--- src/shared/tcac_pkg.sv ---
package tcac_pkg;
	// ----------------------------------------------------------------
	// register indices (byte address = index * 4)
	// ----------------------------------------------------------------
	localparam logic [7:0] IDX_TEMP   = 8'hAA;
	localparam logic [7:0] IDX_HIGH   = 8'hA1;
	localparam logic [7:0] IDX_LOW    = 8'hA2;
	localparam logic [7:0] IDX_CFG    = 8'hAC;
	localparam logic [7:0] IDX_START  = 8'hEE;
	localparam logic [7:0] IDX_CLK_LO = 8'hC0;
	localparam logic [7:0] IDX_CLK_HI = 8'hC1;
	localparam logic [7:0] IDX_ALARM  = 8'hC7;
	localparam logic [7:0] IDX_STAT   = 8'h30;
	localparam logic [7:0] IDX_MASK   = 8'h31;
	localparam logic [7:0] IDX_SRAM   = 8'h20;
	localparam int         SRAM_WORDS = 8;
	localparam int         IDX_LSB    = 2;
	localparam int         ADDR_W     = 10;
	localparam logic [2:0] HSIZE_WORD = 3'h2;
	// ----------------------------------------------------------------
	// types
	// ----------------------------------------------------------------
	typedef enum logic [1:0] {TCAC_ALM_NONE, TCAC_ALM_THERM, TCAC_ALM_TIME, TCAC_ALM_EITHER} tcac_alm_sel_t;
	typedef struct packed {
		logic          osc_en;
		logic [1:0]    osc_div;
		logic          alarm_pol;
		tcac_alm_sel_t alarm_sel;
		logic          one_shot;
	} tcac_cfg_t;
	typedef struct packed {
		logic [7:0] year;
		logic [7:0] month;
		logic [7:0] date;
		logic [7:0] wday;
		logic       mode12;
		logic [5:0] hour;
		logic [7:0] min;
		logic [7:0] sec;
	} tcac_time_t;
	typedef struct packed {
		logic [7:0] wday;
		logic [5:0] hour;
		logic [7:0] min;
	} tcac_alarm_t;
	// ----------------------------------------------------------------
	// reset values and constants
	// ----------------------------------------------------------------
	localparam tcac_cfg_t   CFG_RST   = '{osc_en: 1'b1, osc_div: 2'h0, alarm_pol: 1'b0,
	                                      alarm_sel: TCAC_ALM_NONE, one_shot: 1'b0};
	localparam tcac_time_t  TIME_RST  = '{year: 8'h00, month: 8'h01, date: 8'h01, wday: 8'h01,
	                                      mode12: 1'b1, hour: 6'h12, min: 8'h00, sec: 8'h00};
	localparam tcac_alarm_t ALARM_RST = '{wday: 8'h01, hour: 6'h12, min: 8'h00};
	localparam logic [8:0]  HIGH_RST  = 9'h096;
	localparam logic [8:0]  LOW_RST   = 9'h08C;
	localparam int          TEMP_PAD  = 7;
	localparam int          HALT_BIT  = 7;
	localparam int          PM_BIT    = 5;
	localparam int          OSC_TAP1  = 2;
	localparam int          OSC_TAP2  = 9;
	localparam int          OSC_TAP3  = 14;
	localparam int          EV_THERM  = 0;
	localparam int          EV_CLOCK  = 1;
	localparam int          EV_DONE   = 2;
	localparam int          EV_W      = 3;
	localparam int          XTAL_HZ   = 32768;
endpackage

--- src/hw/tcac_core.sv ---
`timescale 1ns/1ns
// Operation
// BCD seconds to year counters advance once per 32768 crystal edges.
// Date rolls over at month end, leap February handled through year 2099.
// Hours run in 12-hour with AM/PM or 24-hour; 12-hour after reset.
// After first power-up conversions start by themselves and repeat continuously.
// Temperature register holds last result; reading it never touches conversions.
// One-shot setting is kept outside and reloaded at every power-up.
// Alarm source selects thermal, time, either or none; none after reset.
// Thermal flag sets at temp >= high limit, clears at temp <= low limit.
// Clock flag sets when weekday, hour and minute match the alarm register.
// Any access to clock or clock alarm registers clears the clock flag.
// Alarm pin active level chosen by a configuration bit.
// Open-drain divided clock output, enabled and divided by configuration.
// One clock-register bit halts the timekeeping oscillator.
// Thirty-two bytes of SRAM, no effect on clock or thermometer.
// Every register selected by its own 8-bit code; serial data MSB first. The core has a parallel 32-bit AHB-lite slave and no serial link.
// Temperatures are 9-bit two's complement, half-degree steps.
// In either mode the alarm is thermal flag OR clock flag.
// Halt bit change takes effect only when the bus transfer ends.
// External sensor delivers result with done pulse; comparators update then.
module tcac_core
	import tcac_pkg::*;
#(
	parameter int XTAL_DIV = XTAL_HZ
) (
	// clock and reset
	input  wire logic                    clk_sys_i,
	input  wire logic                    rstn_i,
	// ahb-lite slave
	input  wire logic                    hsel_i,
	input  wire logic [tcac_pkg::ADDR_W-1:0] haddr_i,
	input  wire logic [1:0]              htrans_i,
	input  wire logic                    hwrite_i,
	input  wire logic [2:0]              hsize_i,
	input  wire logic [31:0]             hwdata_i,
	input  wire logic                    hready_i,
	output logic      [31:0]             hrdata_o,
	output logic                         hreadyout_o,
	output logic                         hresp_o,
	// crystal and temperature sensor
	input  wire logic                    crystal_input_i,
	input  wire logic                    temp_done_i,
	input  wire logic [8:0]              temp_result_i,
	output logic                         conv_start_o,
	// nonvolatile one-shot setting
	input  wire logic                    nvm_one_shot_i,
	output logic                         cfg_one_shot_o,
	// open-drain pins and interrupt
	output logic                         alarm_output_o,
	output logic                         alarm_output_oe_o,
	output logic                         divided_clock_output_o,
	output logic                         divided_clock_output_oe_o,
	output logic                         irq_o
);
	import tcac_pkg::*;

	// ----------------------------------------------------------------
	// ahb-lite slave
	// ----------------------------------------------------------------
	logic [7:0]  idx;
	logic        acc;
	logic        dp_wr;
	logic [7:0]  dp_idx;
	logic        wr_cfg, wr_lo, wr_hi, wr_alm, wr_stat, wr_mask, wr_high, wr_low, wr_start;
	logic        clk_access;
	logic [31:0] rd_mux;

	assign idx         = haddr_i[IDX_LSB +: 8];
	assign acc         = hsel_i && htrans_i[1] && hready_i && (hsize_i == HSIZE_WORD);
	assign hreadyout_o = 1'b1;
	assign hresp_o     = 1'b0;

	always_ff @(posedge clk_sys_i or negedge rstn_i) begin
		if (!rstn_i) begin
			dp_wr  <= 1'b0;
			dp_idx <= 8'h00;
		end else begin
			dp_wr  <= acc && hwrite_i;
			dp_idx <= idx;
		end
	end

	// each register answers to its own command code
	assign wr_cfg     = dp_wr && (dp_idx == IDX_CFG);
	assign wr_lo      = dp_wr && (dp_idx == IDX_CLK_LO);
	assign wr_hi      = dp_wr && (dp_idx == IDX_CLK_HI);
	assign wr_alm     = dp_wr && (dp_idx == IDX_ALARM);
	assign wr_stat    = dp_wr && (dp_idx == IDX_STAT);
	assign wr_mask    = dp_wr && (dp_idx == IDX_MASK);
	assign wr_high    = dp_wr && (dp_idx == IDX_HIGH);
	assign wr_low     = dp_wr && (dp_idx == IDX_LOW);
	assign wr_start   = dp_wr && (dp_idx == IDX_START);
	assign clk_access = acc && (idx == IDX_CLK_LO || idx == IDX_CLK_HI || idx == IDX_ALARM);

	// ----------------------------------------------------------------
	// crystal synchroniser and prescaler
	// ----------------------------------------------------------------
	logic        xtal_s1, xtal_s2, xtal_s3;
	logic        xtal_edge;
	logic [14:0] presc;
	logic        tick;
	logic        halt, halt_pend;

	always_ff @(posedge clk_sys_i or negedge rstn_i) begin
		if (!rstn_i) begin
			xtal_s1 <= 1'b0;
			xtal_s2 <= 1'b0;
			xtal_s3 <= 1'b0;
		end else begin
			xtal_s1 <= crystal_input_i;
			xtal_s2 <= xtal_s1;
			xtal_s3 <= xtal_s2;
		end
	end
	assign xtal_edge = xtal_s2 && !xtal_s3;

	// a halted oscillator also stops the divided clock output for osc_div 1 to 3; osc_div 0 passes the crystal
	always_ff @(posedge clk_sys_i or negedge rstn_i) begin
		if (!rstn_i) begin
			presc <= 15'h0000;
		end else if (xtal_edge && !halt) begin
			presc <= (presc == 15'(XTAL_DIV - 1)) ? 15'h0000 : presc + 15'h0001;
		end
	end
	assign tick = xtal_edge && !halt && (presc == 15'(XTAL_DIV - 1));

	// ----------------------------------------------------------------
	// halt bit, applied on an idle bus cycle
	// ----------------------------------------------------------------
	always_ff @(posedge clk_sys_i or negedge rstn_i) begin
		if (!rstn_i) begin
			halt      <= 1'b0;
			halt_pend <= 1'b0;
		end else begin
			if (wr_lo) begin
				halt_pend <= hwdata_i[HALT_BIT];
			end
			if (!acc && !dp_wr) begin
				halt <= halt_pend;
			end
		end
	end

	// ----------------------------------------------------------------
	// calendar
	// ----------------------------------------------------------------
	tcac_time_t tm, next_tm;
	logic [7:0] month_end;
	logic [6:0] year_bin;
	logic       c_min, c_hour, c_day, c_month;

	function automatic logic [7:0] bcd_inc(input logic [7:0] v);
		bcd_inc = (v[3:0] == 4'h9) ? {v[7:4] + 4'h1, 4'h0} : {v[7:4], v[3:0] + 4'h1};
	endfunction

	assign year_bin = 7'({3'h0, tm.year[7:4]} * 7'd10) + {3'h0, tm.year[3:0]};

	always_comb begin
		case (tm.month)
			8'h02:   month_end = (year_bin[1:0] == 2'h0) ? 8'h29 : 8'h28;
			8'h04, 8'h06, 8'h09, 8'h11: month_end = 8'h30;
			default: month_end = 8'h31;
		endcase
	end

	always_comb begin
		next_tm = tm;
		c_min   = (tm.sec == 8'h59);
		c_hour  = c_min && (tm.min == 8'h59);
		c_day   = 1'b0;
		next_tm.sec = c_min ? 8'h00 : bcd_inc(tm.sec);
		if (c_min) begin
			next_tm.min = (tm.min == 8'h59) ? 8'h00 : bcd_inc(tm.min);
		end
		if (c_hour) begin
			if (tm.mode12) begin
				if (tm.hour[4:0] == 5'h12) begin
					next_tm.hour = {tm.hour[PM_BIT], 5'h01};
				end else if (tm.hour[4:0] == 5'h11) begin
					next_tm.hour = {!tm.hour[PM_BIT], 5'h12};
					c_day        = tm.hour[PM_BIT];
				end else begin
					next_tm.hour = {tm.hour[PM_BIT], 5'(bcd_inc({3'h0, tm.hour[4:0]}))};
				end
			end else if (tm.hour == 6'h23) begin
				next_tm.hour = 6'h00;
				c_day        = 1'b1;
			end else begin
				next_tm.hour = 6'(bcd_inc({2'h0, tm.hour}));
			end
		end
		c_month = c_day && (tm.date == month_end);
		if (c_day) begin
			next_tm.wday = (tm.wday == 8'h07) ? 8'h01 : bcd_inc(tm.wday);
			next_tm.date = c_month ? 8'h01 : bcd_inc(tm.date);
		end
		if (c_month) begin
			next_tm.month = (tm.month == 8'h12) ? 8'h01 : bcd_inc(tm.month);
			if (tm.month == 8'h12) begin
				next_tm.year = (tm.year == 8'h99) ? 8'h00 : bcd_inc(tm.year);
			end
		end
	end

	// a software write wins over the tick in the same cycle
	always_ff @(posedge clk_sys_i or negedge rstn_i) begin
		if (!rstn_i) begin
			tm <= TIME_RST;
		end else if (wr_lo) begin
			tm.sec    <= {1'b0, hwdata_i[6:0]};
			tm.min    <= hwdata_i[15:8];
			tm.mode12 <= hwdata_i[22];
			tm.hour   <= hwdata_i[21:16];
			tm.wday   <= hwdata_i[31:24];
		end else if (wr_hi) begin
			tm.date  <= hwdata_i[7:0];
			tm.month <= hwdata_i[15:8];
			tm.year  <= hwdata_i[23:16];
		end else if (tick) begin
			tm <= next_tm;
		end
	end

	// ----------------------------------------------------------------
	// configuration and conversion control
	// ----------------------------------------------------------------
	tcac_cfg_t  cfg;
	logic       init_done;
	logic       busy;
	logic       one_req;
	logic [8:0] temp, high_lim, low_lim;

	// the one-shot setting lives in external nonvolatile storage and is
	// reloaded right after reset release
	always_ff @(posedge clk_sys_i or negedge rstn_i) begin
		if (!rstn_i) begin
			cfg       <= CFG_RST;
			init_done <= 1'b0;
		end else if (!init_done) begin
			cfg.one_shot <= nvm_one_shot_i;
			init_done    <= 1'b1;
		end else if (wr_cfg) begin
			cfg <= tcac_cfg_t'(hwdata_i[$bits(tcac_cfg_t)-1:0]);
		end
	end
	assign cfg_one_shot_o = cfg.one_shot;

	assign conv_start_o = init_done && !busy && (!cfg.one_shot || one_req);

	always_ff @(posedge clk_sys_i or negedge rstn_i) begin
		if (!rstn_i) begin
			busy    <= 1'b0;
			one_req <= 1'b0;
		end else begin
			if (conv_start_o) begin
				busy <= 1'b1;
			end else if (temp_done_i) begin
				busy <= 1'b0;
			end
			if (wr_start) begin
				one_req <= 1'b1;
			end else if (conv_start_o) begin
				one_req <= 1'b0;
			end
		end
	end

	// only a finished conversion loads the result; reads have no side effect
	always_ff @(posedge clk_sys_i or negedge rstn_i) begin
		if (!rstn_i) begin
			temp     <= 9'h000;
			high_lim <= HIGH_RST;
			low_lim  <= LOW_RST;
		end else begin
			if (temp_done_i) begin
				temp <= temp_result_i;
			end
			if (wr_high) begin
				high_lim <= hwdata_i[TEMP_PAD +: 9];
			end
			if (wr_low) begin
				low_lim <= hwdata_i[TEMP_PAD +: 9];
			end
		end
	end

	// ----------------------------------------------------------------
	// alarms
	// ----------------------------------------------------------------
	tcac_alarm_t alm;
	logic        thermal_alarm_flag, clock_alarm_flag;
	logic        t_hi, t_lo, t_match;
	logic        alarm_active, alarm_level;

	assign t_hi    = $signed(temp_result_i) >= $signed(high_lim);
	assign t_lo    = $signed(temp_result_i) <= $signed(low_lim);
	assign t_match = tick && (next_tm.sec == 8'h00) && (next_tm.wday == alm.wday) &&
	                 (next_tm.hour == alm.hour) && (next_tm.min == alm.min);

	always_ff @(posedge clk_sys_i or negedge rstn_i) begin
		if (!rstn_i) begin
			alm <= ALARM_RST;
		end else if (wr_alm) begin
			alm <= '{wday: hwdata_i[31:24], hour: hwdata_i[21:16], min: hwdata_i[15:8]};
		end
	end

	always_ff @(posedge clk_sys_i or negedge rstn_i) begin
		if (!rstn_i) begin
			thermal_alarm_flag <= 1'b0;
		end else if (temp_done_i) begin
			if (t_hi) begin
				thermal_alarm_flag <= 1'b1;
			end else if (t_lo) begin
				thermal_alarm_flag <= 1'b0;
			end
		end
	end

	// a match in the same cycle as a clearing access wins
	always_ff @(posedge clk_sys_i or negedge rstn_i) begin
		if (!rstn_i) begin
			clock_alarm_flag <= 1'b0;
		end else if (t_match) begin
			clock_alarm_flag <= 1'b1;
		end else if (clk_access) begin
			clock_alarm_flag <= 1'b0;
		end
	end

	always_comb begin
		case (cfg.alarm_sel)
			TCAC_ALM_THERM:  alarm_active = thermal_alarm_flag;
			TCAC_ALM_TIME:   alarm_active = clock_alarm_flag;
			TCAC_ALM_EITHER: alarm_active = thermal_alarm_flag || clock_alarm_flag;
			default:         alarm_active = 1'b0;
		endcase
	end

	// open drain: the pin is pulled low only while its level should be low
	assign alarm_level       = alarm_active ? cfg.alarm_pol : !cfg.alarm_pol;
	assign alarm_output_o    = 1'b0;
	assign alarm_output_oe_o = !alarm_level;

	// ----------------------------------------------------------------
	// divided clock output
	// ----------------------------------------------------------------
	logic osc_level;
	always_comb begin
		case (cfg.osc_div)
			2'h1:    osc_level = presc[OSC_TAP1];
			2'h2:    osc_level = presc[OSC_TAP2];
			2'h3:    osc_level = presc[OSC_TAP3];
			default: osc_level = xtal_s2;
		endcase
	end
	assign divided_clock_output_o    = 1'b0;
	assign divided_clock_output_oe_o = cfg.osc_en && !osc_level;

	// ----------------------------------------------------------------
	// interrupt status, mask and sram
	// ----------------------------------------------------------------
	logic [EV_W-1:0] ev, status, mask;
	logic [31:0]     sram [SRAM_WORDS];
	logic [7:0]      sram_rd;

	assign ev[EV_THERM] = temp_done_i && t_hi && !thermal_alarm_flag;
	assign ev[EV_CLOCK] = t_match;
	assign ev[EV_DONE]  = temp_done_i;

	always_ff @(posedge clk_sys_i or negedge rstn_i) begin
		if (!rstn_i) begin
			status <= '0;
			mask   <= '0;
		end else begin
			status <= (status & ~(wr_stat ? hwdata_i[EV_W-1:0] : '0)) | ev;
			if (wr_mask) begin
				mask <= hwdata_i[EV_W-1:0];
			end
		end
	end
	assign irq_o = |(status & mask);

	// the sram feeds nothing but the read path
	generate
		for (genvar g = 0; g < SRAM_WORDS; g++) begin : g_sram
			always_ff @(posedge clk_sys_i or negedge rstn_i) begin
				if (!rstn_i) begin
					sram[g] <= 32'h0000_0000;
				end else if (dp_wr && (dp_idx == IDX_SRAM + 8'(g))) begin
					sram[g] <= hwdata_i;
				end
			end
		end
	endgenerate

	// ----------------------------------------------------------------
	// read path
	// ----------------------------------------------------------------
	assign sram_rd = idx - IDX_SRAM;
	always_comb begin
		case (idx)
			IDX_TEMP:   rd_mux = {16'h0000, temp, 7'h00};
			IDX_HIGH:   rd_mux = {16'h0000, high_lim, 7'h00};
			IDX_LOW:    rd_mux = {16'h0000, low_lim, 7'h00};
			IDX_CFG:    rd_mux = {22'h0, busy, clock_alarm_flag, thermal_alarm_flag, cfg};
			IDX_CLK_LO: rd_mux = {tm.wday, 1'b0, tm.mode12, tm.hour, tm.min, halt, tm.sec[6:0]};
			IDX_CLK_HI: rd_mux = {8'h00, tm.year, tm.month, tm.date};
			IDX_ALARM:  rd_mux = {alm.wday, 2'h0, alm.hour, alm.min, 8'h00};
			IDX_STAT:   rd_mux = {29'h0, status};
			IDX_MASK:   rd_mux = {29'h0, mask};
			default:    rd_mux = (sram_rd < 8'(SRAM_WORDS)) ? sram[sram_rd[2:0]] : 32'h0000_0000;
		endcase
	end

	always_ff @(posedge clk_sys_i or negedge rstn_i) begin
		if (!rstn_i) begin
			hrdata_o <= 32'h0000_0000;
		end else if (acc && !hwrite_i) begin
			hrdata_o <= rd_mux;
		end
	end
endmodule

--- config.mk ---
export PLATFORM = sky130hd
export DESIGN_NAME = tcac_core
export DESIGN_NICKNAME = d
export VERILOG_FILES = /design/src/shared/tcac_pkg.sv /design/src/hw/tcac_core.sv
export SDC_FILE = /design/constraint.sdc
export NUM_CORES = 1
export LEC_CHECK = 0
export BUFFER_PORTS_ARGS = -buffer_cell sky130_fd_sc_hd__clkbuf_2
export CAP_MARGIN = 30
export CORE_MARGIN = 5
export CORE_UTILIZATION = 42
export DETAILED_ROUTE_END_ITERATION = 10
export SYNTH_ARGS = -nofsm -noshare
export SYNTH_HDL_FRONTEND = slang
export SYNTH_SLANG_ARGS = --single-unit
--- constraint.sdc ---
create_clock -name clk_sys_i -period 3.8 [get_ports clk_sys_i]
set_input_delay 0.76 -clock clk_sys_i [delete_from_list [all_inputs] [get_ports clk_sys_i]]
set_output_delay 0.76 -clock clk_sys_i [all_outputs]
set_load 0.05 [all_outputs]
==> impl_metrics.ini <==
[critical_path]
cpLargestDelayFamily = compound AO/OA/AOI/OAI gates
setup.worst_path.end_class = flop
reg2reg_from = tm[20]
path_cells = nor3b_1, and2_1, ha_1, nand2_1, a21o_1, a21oi_2, buf_4, a21o_1, nand2_1, a21oi_1, nor2_1, nor3_1
critPathSlowestCell = dfstp_2
path_class = flop to flop
slowest_delay_ps = 620
crit_required_ps = 4300
cp_max_fo = 13
ff2ff_setup_slack_ps = 340
cp-start-kind = flop
cp.arrival_ps = 3970
worst-path-buf-inv = 1
setup.worst_path.start = tm[20]

[clock_network]
hold_buffers = 0
cts_max_path_buffers = 3
clkSlewWorstSetupHoldPaths_ps = 60
clockRootBuffer = clkbuf_16
clock-sinks = 439
htree_levels = 2
cts_buffers = 49
post-cts-setup-buffer-count = 0
cts_tree = built
clock_latency_ps = 600
post_cts_resized = 0

[power_and_ir_drop]
clkPwrFrac = 0.501
p_switching_mw = 2.53
power_frac_comb = 0.057
swShare = 0.233
powerDensity_mw_per_mm2 = 417
p_total_mw = 10.9
seq_power_share = 0.442
internal_power_mw = 8.33
ir_drop_uv = 318
power.leakage_nw = 11.9

[route]
routed_via_density = 5.88
post-route-drc-count = 0
wirelength_mm = 65.7
wl_per_cell_um = 23.7
vias = 16300
drtAntennaViolNets = 0
drtIter0Drc = 1682
dr.pass1.iters = 7

[flow_run]
maxCapViolations = 0

[synth]
synth_cell_types = 83
seq_area_frac_synth = 0.484
synth_cells = 1963
syn_area_mm2 = 0.0228
syn_avg_cell_area_um2 = 11.6
async_flop_share = 1.00
synth_seq_cells = 439
synth_warnings = 0
synth-main-ff-cell = dfrtp_1
synth_edf_count = 0

[global_routing]
use_met2 = 0.340
grtUsageMet3 = 0.0413
grt.busiest_layer = met2
antenna_found_initial = 8
use_met1 = 0.315
grt_max_degree = 99
grt-ovfl-total = 0
grt_pass1_vias = 16500
track_usage = 0.219
grt_pass1_wl_mm = 102

[sta]
period_needed_ps = 3460
finalSetupTns_ps = 0
rsz0062_at_grt = no
fmax_ghz = 0.289
slew-limit-headroom = 0.441
finalCritPeriodShare = 0.911
setup_ws_ps = 337
whs_ps = 245
slew_violations = 0
setup_viol = 0
hold_viol_final = 0
worst_pin_slew_ps = 839
finClkSkew_ps = 16.6

[placed_design]
gp_congestion = 0.902
dp_cells = 2671
io_buffers = 97
place_hpwl_mm = 45.8
postPlaceCellArea_mm2 = 0.0242
pre_cts_ws_ps = 443

[finish]
fin_area_mm2 = 0.0261
multi_input_area_mm2 = 0.0111
fin_nets = 2132
regArea_mm2 = 0.0110
area_growth_syn_to_layout_pct = 14.5
final_cell_mix = 422 x dfrtp_1, 297 x mux2_2, 169 x nand2_1
layout-drive-gt1-share = 0.318
layout_commonest_cell = dfrtp_1
utilization = 0.485
fin_cells = 2769
fill_cells = 4696

[floorplan]
core_area_mm2 = 0.0537
rows = 85
dieArea_mm2 = 0.0589
die_x_um = 243
die_y_um = 243
io_pins = 105
start_util = 0.424

[worst_hold_path]
hold_path.class = primary input to asynchronous set/reset pin

[status]
outcome = finished clean
## metal layers
metal / wire, um / vias to the layer above
met4: 1910 / 4
met5: 26 / -
met2: 30300 / 490
met1: 29600 / 8376
met3: 3800 / 111
li1: - / 7309
## logic make-up (layout without fill, tap and decap cells)
logic type,count (synthesis),after routing,synth area share
other cells,2,11,0.000330
xor+xnor,38,38,0.0146
compound gates,340,340,0.101
simple gates,500,500,0.109
flops,439,439,0.484
mux,410,410,0.233
fa+ha+maj,42,42,0.0231
buf+inv,192,293,0.0349
## final cells by class
class                   count  share of cell area
clock inverters            20              0.0149
repair buffers            155              0.0402
diodes                      6            0.000576
well taps                 696              0.0334
clock buffers              72              0.0573
flip-flops and latches    439               0.422
multi-input cells        1335               0.424
inverters                  46             0.00663
## cells in the mapped netlist, types with 32 or more instances
cell type,instances,share of area
inv_1,46,0.0076
clkbuf_1,100,0.016
mux2i_1,46,0.020
ha_1,42,0.023
nand3_1,41,0.0090
dfrtp_1,422,0.46
mux2_2,297,0.15
a21oi_1,55,0.012
nor2_1,115,0.019
o21ai_0,112,0.025
nor3_1,32,0.0070
mux4_2,66,0.065
nand2_1,169,0.028
## state kept, by name (all words and copies together), names as in the netlist, 9 cells and up
name      flops
tm           54
high_lim      9
low_lim       9
alm          22
hrdata_o     32
sram        256
temp          9
presc        15
## power groups by stage
stage	registers [mW]	logic, mW	clock network [mW]
after floorplan	4.95	0.257	0
after global placement	4.88	0.611	0
after detailed placement	4.89	0.621	0
final	4.80	0.616	5.44
after CTS	4.80	0.623	5.56
after global routing	4.80	0.664	5.76
## path summary, 6_finish.rpt
check,endpoint,cells after the start
min in group clk_sys_i,xtal_s1,1
max in group asynchronous,low_lim[3],2
hold reg to reg,xtal_s2,0
setup / recovery,tm[35],12
hold / removal,sram[229],1
setup reg to reg,tm[35],12
No activity file was read; power rests on OpenSTA's default activity.
